[config.mk]
export PLATFORM = sky130hd
export DESIGN_NAME = ogp_gpio_port
export DESIGN_NICKNAME = d
export VERILOG_FILES = /design/src/rtl/ogp_pkg.sv /design/src/rtl/ogp_osc_if.sv /design/src/rtl/ogp_gpio_port.sv /design/src/rtl/ogp_osc_decode.sv /design/src/rtl/ogp_sync.sv
export SDC_FILE = /design/constraint.sdc
export NUM_CORES = 1
export LEC_CHECK = 0
export BUFFER_PORTS_ARGS = -buffer_cell sky130_fd_sc_hd__buf_2
export CORE_MARGIN = 3
export CORE_UTILIZATION = 34
export CTS_CLUSTER_DIAMETER = 120
export DETAILED_ROUTE_END_ITERATION = 10
export PLACE_DENSITY_LB_ADDON = 0.1
export SLEW_MARGIN = 20
export SYNTH_ARGS = -nofsm -noshare
export SYNTH_HDL_FRONTEND = slang
export SYNTH_SLANG_ARGS = --single-unit
[constraint.sdc]
create_clock -name core_clk -period 2 [get_ports core_clk]
set_input_delay 0.2 -clock core_clk [delete_from_list [all_inputs] [get_ports core_clk]]
set_output_delay 0.2 -clock core_clk [all_outputs]
set_load 0.005 [all_outputs]
[src/rtl/ogp_pkg.sv]
package ogp_pkg;

    // Port geometry
    localparam int unsigned PIN_COUNT = 5;
    localparam int unsigned REG_W     = 8;
    localparam int unsigned WB_DAT_W  = 32;
    localparam int unsigned WB_ADR_W  = 18;
    localparam int unsigned WB_SEL_W  = 4;
    localparam int unsigned IDX_W     = 16;

    // Register indices; the byte address on the bus is four times the index
    localparam logic [IDX_W-1:0] IDX_LATCH = 16'h7FD0;
    localparam logic [IDX_W-1:0] IDX_PIN   = 16'h7FD1;
    localparam logic [IDX_W-1:0] IDX_DIR   = 16'h7FD2;
    localparam logic [IDX_W-1:0] IDX_OSC   = 16'h7FD8;

    // Values after reset
    localparam logic [PIN_COUNT-1:0] LATCH_RST = 5'h00;
    localparam logic [PIN_COUNT-1:0] DIR_RST   = 5'h00;
    localparam logic [REG_W-1:0]     OSC_RST   = 8'h00;

    // Field positions in the oscillator control register
    localparam int unsigned OSC_XT_A  = 0;
    localparam int unsigned OSC_XT_B  = 2;
    localparam int unsigned OSC_CF_A  = 1;
    localparam int unsigned OSC_CF_B  = 3;
    localparam int unsigned OSC_CF_C  = 7;

    // Pin groups shared with oscillators, and the pull-up pin
    localparam logic [PIN_COUNT-1:0] XT_PINS     = 5'h03;
    localparam logic [PIN_COUNT-1:0] CF_PINS     = 5'h18;
    localparam logic [PIN_COUNT-1:0] PULLUP_PINS = 5'h04;

    // Low-power mode of the CPU, one-hot
    typedef enum logic [3:0] {
        MODE_RUN    = 4'b0001,
        MODE_PAUSE  = 4'b0010,
        MODE_STOP   = 4'b0100,
        MODE_SUBCLK = 4'b1000
    } ogp_mode_type;

endpackage

[src/rtl/ogp_osc_if.sv]
`timescale 1ns/100ps
interface ogp_osc_if;
    import ogp_pkg::*;
    logic [REG_W-1:0] osc_control_reg;   // Oscillator control word
    logic             crystal_osc_mode;  // Crystal owns pins 0 and 1
    logic             ceramic_osc_mode;  // Ceramic owns pins 3 and 4

    modport ctrl (output osc_control_reg, input crystal_osc_mode, ceramic_osc_mode);
    modport dec  (input osc_control_reg, output crystal_osc_mode, ceramic_osc_mode);
endinterface

[src/rtl/ogp_gpio_port.sv]
`timescale 1ns/100ps
// Functional notes
// - Off crystal mode, pins 0 and 1 are open with direction 0, else drive the latch.
// - Oscillator control bits 7, 3 and 1 all set put pins 3 and 4 in ceramic mode.
// - Off ceramic mode, pins 3 and 4 are open with direction 0, else drive the latch.
// - Pin 2 is open, pulled up or driven from its latch and direction bits.
// - In pause mode every pin holds the output state it had on entry.
// - In deep stop, general-purpose outputs keep their state from entry.
// - In deep stop, crystal-owned pins 0 and 1 return to port control.
// - In either deep stop, ceramic-owned pins 3 and 4 return to port control.
// - In deep stop with subclock, general-purpose outputs keep their entry state.
// - In deep stop with subclock, crystal pins 0 and 1 stay as on entry.
// - Latch and direction registers are read-write, five bits, reset to zero.
// - The pin input location returns the live level of all five pins.
// - An enabled oscillator overrides latch and direction on its shared pins.
module ogp_gpio_port (
    input  wire logic                          core_clk,                // System clock, 40 MHz
    input  wire logic                          rst_b,                   // Sync reset, active low
    input  wire logic                          ce,                      // Clock enable
    input  wire logic                          wb_cyc_i,                // Bus cycle
    input  wire logic                          wb_stb_i,                // Bus strobe
    input  wire logic                          wb_we_i,                 // Write enable
    input  wire logic [ogp_pkg::WB_ADR_W-1:0]  wb_adr_i,                // Byte address
    input  wire logic [ogp_pkg::WB_DAT_W-1:0]  wb_dat_i,                // Write data
    input  wire logic [ogp_pkg::WB_SEL_W-1:0]  wb_sel_i,                // Byte lanes
    output logic      [ogp_pkg::WB_DAT_W-1:0]  wb_dat_o,                // Read data
    output logic                               wb_ack_o,                // Acknowledge
    input  wire logic                          pause_mode,              // CPU paused
    input  wire logic                          deep_stop_mode,          // Deep stop
    input  wire logic                          deep_stop_subclock_mode, // Deep stop, subclock on
    input  wire logic [ogp_pkg::PIN_COUNT-1:0] pin_in,                  // Pad levels
    output logic      [ogp_pkg::PIN_COUNT-1:0] pin_out,                 // Pad output value
    output logic      [ogp_pkg::PIN_COUNT-1:0] pin_oe,                  // Pad output enable
    output logic      [ogp_pkg::PIN_COUNT-1:0] pin_pullup,              // Pull-up enable
    output logic                               crystal_osc_en,          // Crystal owns pins 0,1
    output logic                               ceramic_osc_en           // Ceramic owns pins 3,4
);
    import ogp_pkg::*;

    logic [PIN_COUNT-1:0] port_output_latch;
    logic [PIN_COUNT-1:0] port_direction_reg;
    logic [PIN_COUNT-1:0] port_pin_input;
    logic [IDX_W-1:0]     bus_idx;
    logic                 bus_req;
    logic                 wr_commit;
    logic                 lane0_wr;
    logic [WB_DAT_W-1:0]  next_rdata;
    ogp_mode_type         cur_mode;
    logic [PIN_COUNT-1:0] owned;
    logic [PIN_COUNT-1:0] gpio_oe;
    logic [PIN_COUNT-1:0] gpio_out;
    logic [PIN_COUNT-1:0] gpio_pu;
    logic [PIN_COUNT-1:0] release_pin;
    logic [PIN_COUNT-1:0] next_oe;
    logic [PIN_COUNT-1:0] next_out;
    logic [PIN_COUNT-1:0] next_pu;
    logic                 next_xt_en;
    logic                 next_cf_en;
    logic                 xt_at_entry;
    logic                 cf_at_entry;

    ogp_osc_if osc ();

    // Oscillator control decode
    ogp_osc_decode u_osc_decode (
        .osc (osc.dec)
    );

    // Pad levels come from outside the clock domain
    ogp_sync u_pin_sync (
        .core_clk (core_clk),
        .rst_b    (rst_b),
        .ce       (ce),
        .d_async  (pin_in),
        .q_sync   (port_pin_input)
    );

    // Bus decode: registers sit one per word at four times their index
    assign bus_idx   = wb_adr_i[WB_ADR_W-1:2];
    assign bus_req   = wb_cyc_i & wb_stb_i;
    assign wr_commit = bus_req & wb_we_i & wb_ack_o;
    assign lane0_wr  = wr_commit & wb_sel_i[0];

    // Ack one cycle after the request is taken, dropped in the following cycle
    always_ff @(posedge core_clk) begin
        if (!rst_b) begin
            wb_ack_o <= 1'b0;
        end else if (ce) begin
            wb_ack_o <= bus_req & ~wb_ack_o;
        end
    end

    // Read mux; upper bits and unmapped words read as zero
    always_comb begin
        next_rdata = '0;
        unique case (bus_idx)
            IDX_LATCH: begin
                next_rdata[PIN_COUNT-1:0] = port_output_latch;
            end
            IDX_PIN: begin
                next_rdata[PIN_COUNT-1:0] = port_pin_input;
            end
            IDX_DIR: begin
                next_rdata[PIN_COUNT-1:0] = port_direction_reg;
            end
            IDX_OSC: begin
                next_rdata[REG_W-1:0] = osc.osc_control_reg;
            end
            default: begin
                next_rdata = '0;
            end
        endcase
    end

    // Read data is captured with the ack and stands while ack is high
    always_ff @(posedge core_clk) begin
        if (!rst_b) begin
            wb_dat_o <= '0;
        end else if (ce && bus_req && !wb_ack_o) begin
            wb_dat_o <= next_rdata;
        end
    end

    // Output latch; writes land whatever owns the pins so they apply later
    always_ff @(posedge core_clk) begin
        if (!rst_b) begin
            port_output_latch <= LATCH_RST;
        end else if (ce && lane0_wr && bus_idx == IDX_LATCH) begin
            port_output_latch <= wb_dat_i[PIN_COUNT-1:0];
        end
    end

    // Direction register; bits above the port width are dropped
    always_ff @(posedge core_clk) begin
        if (!rst_b) begin
            port_direction_reg <= DIR_RST;
        end else if (ce && lane0_wr && bus_idx == IDX_DIR) begin
            port_direction_reg <= wb_dat_i[PIN_COUNT-1:0];
        end
    end

    // Oscillator control register
    always_ff @(posedge core_clk) begin
        if (!rst_b) begin
            osc.osc_control_reg <= OSC_RST;
        end else if (ce && lane0_wr && bus_idx == IDX_OSC) begin
            osc.osc_control_reg <= wb_dat_i[REG_W-1:0];
        end
    end

    // Power mode; deep stop outranks subclock stop, which outranks pause
    always_comb begin
        if (deep_stop_mode) begin
            cur_mode = MODE_STOP;
        end else if (deep_stop_subclock_mode) begin
            cur_mode = MODE_SUBCLK;
        end else if (pause_mode) begin
            cur_mode = MODE_PAUSE;
        end else begin
            cur_mode = MODE_RUN;
        end
    end

    // Per-pin port function and oscillator ownership
    genvar i;
    generate
        for (i = 0; i < PIN_COUNT; i++) begin : g_pin
            // Oscillator wins over latch and direction
            assign owned[i] = (XT_PINS[i] & osc.crystal_osc_mode)
                            | (CF_PINS[i] & osc.ceramic_osc_mode);
            // Direction 1 drives the latch, direction 0 leaves the pad open
            assign gpio_oe[i]  = port_direction_reg[i];
            assign gpio_out[i] = port_output_latch[i];
            // Only pin 2 has a pull-up, on with direction 0 and latch 1
            assign gpio_pu[i]  = PULLUP_PINS[i] & ~port_direction_reg[i]
                               & port_output_latch[i];
            // Pins handed back from an oscillator during deep stop
            // Ownership is taken from entry, since the live enables drop in stop
            assign release_pin[i] =
                  (cur_mode == MODE_STOP   & XT_PINS[i] & xt_at_entry)
                | (cur_mode == MODE_STOP   & CF_PINS[i] & cf_at_entry)
                | (cur_mode == MODE_SUBCLK & CF_PINS[i] & cf_at_entry);
        end
    endgenerate

    // Next pad state; low-power modes keep the state held at entry, save oscillator pins released in a stop
    always_comb begin
        next_oe    = pin_oe;
        next_out   = pin_out;
        next_pu    = pin_pullup;
        next_xt_en = crystal_osc_en;
        next_cf_en = ceramic_osc_en;
        unique case (cur_mode)
            MODE_RUN: begin
                // An owned pin is left to the oscillator cell, port drive off
                next_oe    = gpio_oe & ~owned;
                next_out   = gpio_out & ~owned;
                next_pu    = gpio_pu & ~owned;
                next_xt_en = osc.crystal_osc_mode;
                next_cf_en = osc.ceramic_osc_mode;
            end
            MODE_PAUSE: begin
                // Everything, oscillator pins included, stays as on entry
                next_oe    = pin_oe;
                next_out   = pin_out;
                next_pu    = pin_pullup;
            end
            MODE_STOP: begin
                // Port pins hold; oscillator pins fall back to port control
                next_oe    = (pin_oe & ~release_pin) | (gpio_oe & release_pin);
                next_out   = (pin_out & ~release_pin) | (gpio_out & release_pin);
                next_pu    = (pin_pullup & ~release_pin) | (gpio_pu & release_pin);
                next_xt_en = 1'b0;
                next_cf_en = 1'b0;
            end
            MODE_SUBCLK: begin
                // Crystal pins keep running as on entry, ceramic pins return
                next_oe    = (pin_oe & ~release_pin) | (gpio_oe & release_pin);
                next_out   = (pin_out & ~release_pin) | (gpio_out & release_pin);
                next_pu    = (pin_pullup & ~release_pin) | (gpio_pu & release_pin);
                next_xt_en = crystal_osc_en;
                next_cf_en = 1'b0;
            end
        endcase
    end

    // Pad drive registers; reset leaves every pin open with no pull-up
    always_ff @(posedge core_clk) begin
        if (!rst_b) begin
            pin_oe     <= '0;
            pin_out    <= '0;
            pin_pullup <= '0;
        end else if (ce) begin
            pin_oe     <= next_oe;
            pin_out    <= next_out;
            pin_pullup <= next_pu;
        end
    end

    // Ownership seen before a stop; frozen in either stop so released pins
    // keep following latch and direction for the whole stop
    always_ff @(posedge core_clk) begin
        if (!rst_b) begin
            xt_at_entry <= 1'b0;
            cf_at_entry <= 1'b0;
        end else if (ce && (cur_mode == MODE_RUN || cur_mode == MODE_PAUSE)) begin
            xt_at_entry <= next_xt_en;
            cf_at_entry <= next_cf_en;
        end
    end

    // Oscillator ownership registers; held in pause, both cleared in deep stop, only ceramic cleared with subclock
    always_ff @(posedge core_clk) begin
        if (!rst_b) begin
            crystal_osc_en <= 1'b0;
            ceramic_osc_en <= 1'b0;
        end else if (ce) begin
            crystal_osc_en <= next_xt_en;
            ceramic_osc_en <= next_cf_en;
        end
    end

endmodule

[src/rtl/ogp_osc_decode.sv]
`timescale 1ns/100ps
module ogp_osc_decode (
    ogp_osc_if.dec osc   // Oscillator control and decoded modes
);
    import ogp_pkg::*;

    // Crystal needs both of its enable bits
    assign osc.crystal_osc_mode = osc.osc_control_reg[OSC_XT_B]
                                & osc.osc_control_reg[OSC_XT_A];
    // Ceramic needs all three of its enable bits
    assign osc.ceramic_osc_mode = osc.osc_control_reg[OSC_CF_C]
                                & osc.osc_control_reg[OSC_CF_B]
                                & osc.osc_control_reg[OSC_CF_A];
endmodule

[src/rtl/ogp_sync.sv]
`timescale 1ns/100ps
module ogp_sync (
    input  wire logic                          core_clk, // System clock
    input  wire logic                          rst_b,    // Synchronous reset, active low
    input  wire logic                          ce,       // Clock enable
    input  wire logic [ogp_pkg::PIN_COUNT-1:0] d_async,  // Levels from the pads
    output logic      [ogp_pkg::PIN_COUNT-1:0] q_sync    // Levels in the clock domain
);
    import ogp_pkg::*;

    logic [PIN_COUNT-1:0] meta;

    // Two stages; the first is read by the second alone to contain metastability
    always_ff @(posedge core_clk) begin
        if (!rst_b) begin
            meta   <= '0;
            q_sync <= '0;
        end else if (ce) begin
            meta   <= d_async;
            q_sync <= meta;
        end
    end
endmodule

* Word-level counts from Yosys, hierarchy flattened
Cells that the tools add are included.
** Operators by class
- Equality and inequality tests :: 8
- Bitwise logic cells :: 30
- Reduce and logical (&&, ||, !) cells :: 11
- Muxes and demuxes :: 10
** Operators with widths (count)
- $eq A16 B15 Y1 const B :: 4
- $and A5 B5 Y5 :: 7
- $pmux W5 S2 :: 3
- $pmux W5 S4 :: 1
- $or A5 B5 Y5 :: 3
- $and A1 B1 Y1 :: 12
- $and A3 B5 Y5 :: 2
- $not A5 Y5 :: 2
- $mux W4 :: 2
- $logic_and A1 B1 Y1 :: 7
- $eq A4 B1 Y1 const B :: 1
- $eq A4 B2 Y1 const B :: 1
- $eq A4 B3 Y1 const B :: 1
- $eq A4 B4 Y1 const B :: 1
- $pmux W1 S2 :: 2
- $mux W3 :: 1
- $not A1 Y1 :: 3
- $mux W2 :: 1
- $reduce_and A2 Y1 :: 1
- $reduce_or A2 Y1 :: 1
- $logic_not A1 Y1 :: 1
- $logic_or A1 B1 Y1 :: 1
- $or A1 B1 Y1 :: 1
** Word-level totals
- Word-level logic and storage cells :: 73
- Bits in registers :: 56
- Output and inout bits :: 50

* Logic depth before layout (Yosys ltp)
- Depth in word-level cells :: 10
- Depth in mapped cells :: 6
- Gate-level depth less buffers :: 4

* Cells and area by module
Synthesis repeated with hierarchy kept, for this count alone.
** Second synthesis, totals
- Cells, all modules :: 299
- Area, all modules :: 2730.1 sq um
** By module, submodules not included
- ogp_gpio_port :: sequential area each 920.9 sq um, cells an instance 266, area each 2343.5 sq um, times used 1
- ogp_sync :: sequential area each 200.2 sq um, cells an instance 31, area each 374.1 sq um, times used 1
- ogp_osc_decode :: sequential area each 0.0 sq um, cells an instance 2, area each 12.5 sq um, times used 1

* Worst setup path after synthesis
Ideal clock, no wire load.
- Kind :: input to register
- Start :: in wb_adr_i[7] in the netlist's numbering
- End :: reg port_direction_reg[4], in the netlist gpio_oe[4]
- Setup time :: 0.132 ns
- Data arrival time :: 1.460 ns
- Setup slack :: 0.408 ns
- Stages :: 6
- Path buffers :: 2
- Path through :: nand3b_4 or4_1 buf_6 buf_8 o31ai_1 a21oi_1
** Between the ends
- Longest elaborated chain between the ends :: 2
** Ends and longest elaborated chain
- from (decl) :: RTL line ogp_gpio_port.sv:23 : input wire logic [ogp_pkg::WB_ADR_W-1:0] wb_adr_i,
- $eq A16 B15 Y1 :: RTL line ogp_gpio_port.sv:137 : end else if (ce && lane0_wr && bus_idx == IDX_DIR) begin
- $logic_and A1 B1 Y1 :: RTL line ogp_gpio_port.sv:137
- to (signal assigned) :: RTL line ogp_gpio_port.sv:138 : port_direction_reg <= wb_dat_i[PIN_COUNT-1:0];
- to (decl) :: RTL line ogp_gpio_port.sv:41 : logic [PIN_COUNT-1:0] port_direction_reg;
Every way passes these cells.
A chain may end at the register's enable or synchronous reset.

* Worst setup path in the final report
- Start :: reg wb_ack_o
- End :: reg port_direction_reg[0], in the netlist gpio_oe[0]
** Between the ends
- Longest elaborated chain between the ends :: 4
** Ends and longest elaborated chain
- from (decl) :: RTL line ogp_gpio_port.sv:27 : output logic wb_ack_o,
- from (signal assigned) :: RTL line ogp_gpio_port.sv:89 : wb_ack_o <= bus_req & ~wb_ack_o;
- $and A1 B1 Y1 :: RTL line ogp_gpio_port.sv:81 : assign wr_commit = bus_req & wb_we_i & wb_ack_o;
- $and A1 B1 Y1 :: RTL line ogp_gpio_port.sv:82 : assign lane0_wr = wr_commit & wb_sel_i[0];
- $logic_and A1 B1 Y1 (2 in a row) :: RTL line ogp_gpio_port.sv:137
Every way passes these cells.

==> results by group <==
Clock tree
  – Clock transition at the registers of the reported paths: 0.10 ns
  – CTS tree: built
  – Clock Latency Late Sink: 0.30 ns
  – Cts repair resizes: 0
  – Hold-fix buffer count after cts: 0
  – Num CTS Buffers: 5
  – Sink Count: 56
  – Setup Buffers After CTS: 0
  – Root Driver: clkbuf_8
  – H-tree levels: 2
  – CTS Buffer Depth: 2

Place
  – # placed instances: 459
  – Dpl ws: about 0.24 ns
  – Buffers on Ports: 64
  – Post-DP HPWL: around 5000 um
  – GPL Wtd Cong: roughly 0.76

Global route
  – Total global routing overflow: 0
  – Number of global-route vias before repair: roughly 2300
  – Overall routing resource usage: 15.5%
  – First-pass GRT wire length: 11200 um
  – Initial antenna violation count: 0
  – Largest net degree at the start of global routing: 48

Die
  – Rows: 31
  – Initial Util: roughly 36%
  – Core ar.: about 7500 sq um
  – Ports: 118
  – Die Wd: 95.1 um
  – Die area: about 9000 sq um
  – Die Height: 95.1 um

Synth
  – Seq/Total Area, Yosys: between 40% and 50%
  – #FFs+latches synth: 56
  – YS warnings: 0
  – Dominant cell type by area after synthesis: dfxtp_1
  – Asr flop ratio synth: 0%
  – Synth area leaders: dfxtp_1 42%, buf_4 7.2%, a21oi_1 5.4%
  – Post-synthesis cell count: roughly 300
  – EDFF count, synth: 0
  – Cell Area, Synth: ~2700 sq um
  – Synth top area share: between 40% and 50%
  – Post-synth cell types: 44
  – Mapped Avg Cell Area: 8.93 sq um
  – Primary FF master, synth: dfxtp_1

Critical path
  – Startpoint types: register
  – Crit path max fanout: 18
  – R2R setup slack: about 0.4 ns
  – Setup CP Type: register to register
  – CP peak stage delay: 0.41 ns
  – Delay-heaviest family, CP: simple AND/OR/NAND/NOR gates
  – WP data arrival: between 1.5 and 2 ns
  – Worst Path Required: 2.18 ns
  – Crit path cell chain: nand3_1, or4_1, buf_4, o31ai_1, a21oi_1
  – Crit end category: register
  – CP bufs+invs: 1
  – Slowest-stage cell, CP: or4_1

Timing
  – Post-layout min period: between 1.5 and 2 ns
  – Final Setup Violations: 0
  – Rel. slew slack: 64.7%
  – Setup TNS: 0 ns
  – Slew Limit Fails: 0
  – Final Skew: 0.00562 ns
  – Worst setup margin: 0.393 ns
  – Final period utilization: 80.3%
  – Achievable clock frequency: 622 MHz
  – Final hold slack: 0.131 ns
  – Unrepaired setup endpoints after global routing: false
  – Pin slew with the least headroom to its limit: 0.528 ns
  – Final hold vios: 0

Flow run
  – Max cap viols: 0

Pwr
  – Leakage power: roughly 1.3 nW
  – Power Dens Cells: 719 nW/um^2
  – Max VDD drop: 0.000406 V

Routing
  – Via count: 2363
  – DR WL/cell: 14.7 um
  – Final wirelength: around 6900 um
  – Vias per inst: 5.06
  – Starting DRT DRC Count: a little over 80
  – Remaining antenna violation count after routing: 0
  – Number of remaining DRC errors: 0
  – Drt pass-1 iters: 4

Finish
  – N_diodes: 0
  – Layout cells sized above 1: 26.6%
  – Layout area overhead: 18.7%
  – Fin util: 42.8%
  – Final net count: 435
  – Fill cells: 782
  – Leading cell types in the layout, fill and taps excluded: 64 x buf_2, 56 x dfxtp_1, 29 x a21oi_1
  – Most common cell after layout, fill and taps aside: buf_2
  – Layout Cells excl Fill: 467

Status
  – Outcome: completed

Worst hold path
  – Worst min-delay path category: input pin to register
-- routing by layer --
metal,GRT usage (%),vias up,share of wire (%)
li1,-,1199,-
met1,21.3,1096,49
met2,25.1,63,45
met3,3.31,5,5.3
met4,3.25,0,0.68
met5,0,-,0
-- tightest hold or removal path: stages --
cell and delay, ns:
buf_2 0.08, mux2i_1 0.05, nor2_1 0.07
-- Yosys cell counts, types with 3 or more instances --
library cell  number
nand4bb_1          3
nor3_1             6
a21oi_1           29
a32oi_1            3
nand2_1           14
nor4_1             3
o31ai_1           13
mux2i_1           12
nand2b_1           7
mux2_2             5
clkbuf_1           9
a2bb2oi_1          4
nor2_1            24
nand4_1           19
buf_4             26
dfxtp_1           56
o21ai_0           15
nand3_1            8
a22oi_1            6
a22o_1             5
buf_2              4
-- final timing paths --
| check | start | end | depth (start not counted) |
|---|---|---|---|
| worst min-delay path | pin_in[0] | u_pin_sync.meta[0] | 3 |
| worst max-delay path | wb_ack_o | gpio_oe[0] | 5 |
| worst max register to register | wb_ack_o | gpio_oe[0] | 5 |
| worst min register to register | register | register | 2 |
-- power breakdown --
part	total, W	switching [W]	internal (W)
registers	0.00113	0.00000679	0.00113
clock network	0.000992	0.000366	0.000626
logic	0.000179	0.000108	0.0000702
-- cells by family (layout without fill, tap and decap cells) --
kind of cell / Yosys count / after routing / synth area share (%)
flip-flops: 56 / 56 / 41.6
adder cells (fa/ha/maj): 1 / 1 / 0.371
buffers and inverters: 44 / 87 / 10.9
multiplexers: 17 / 17 / 6.54
other: 1 / 24 / 0.139
AO/OA/AOI/OAI: 78 / 78 / 18.2
AND/OR/NAND/NOR: 105 / 105 / 22.3
-- area by class of cell --
cell class	count	area [sq um]	share of cell area (%)
timing repair buffer	78	425	13.3
tap	99	124	3.87
multi-input combinational	225	1370	42.7
sequential	56	1120	35.0
inverter	1	3.75	0.117
clock inverter	3	90.1	2.81
clock buffer	5	68.8	2.15
-- stage by stage --
stage / total power [W] / instance area, sq um
floorplan: 0.00129 / 2780
global route: 0.00239 / 3200
global placement: 0.00134 / 3040
finish: 0.00230 / 3200
CTS: 0.00233 / 3200
detailed placement: 0.00134 / 3040
(Power assumes the default switching activity.)
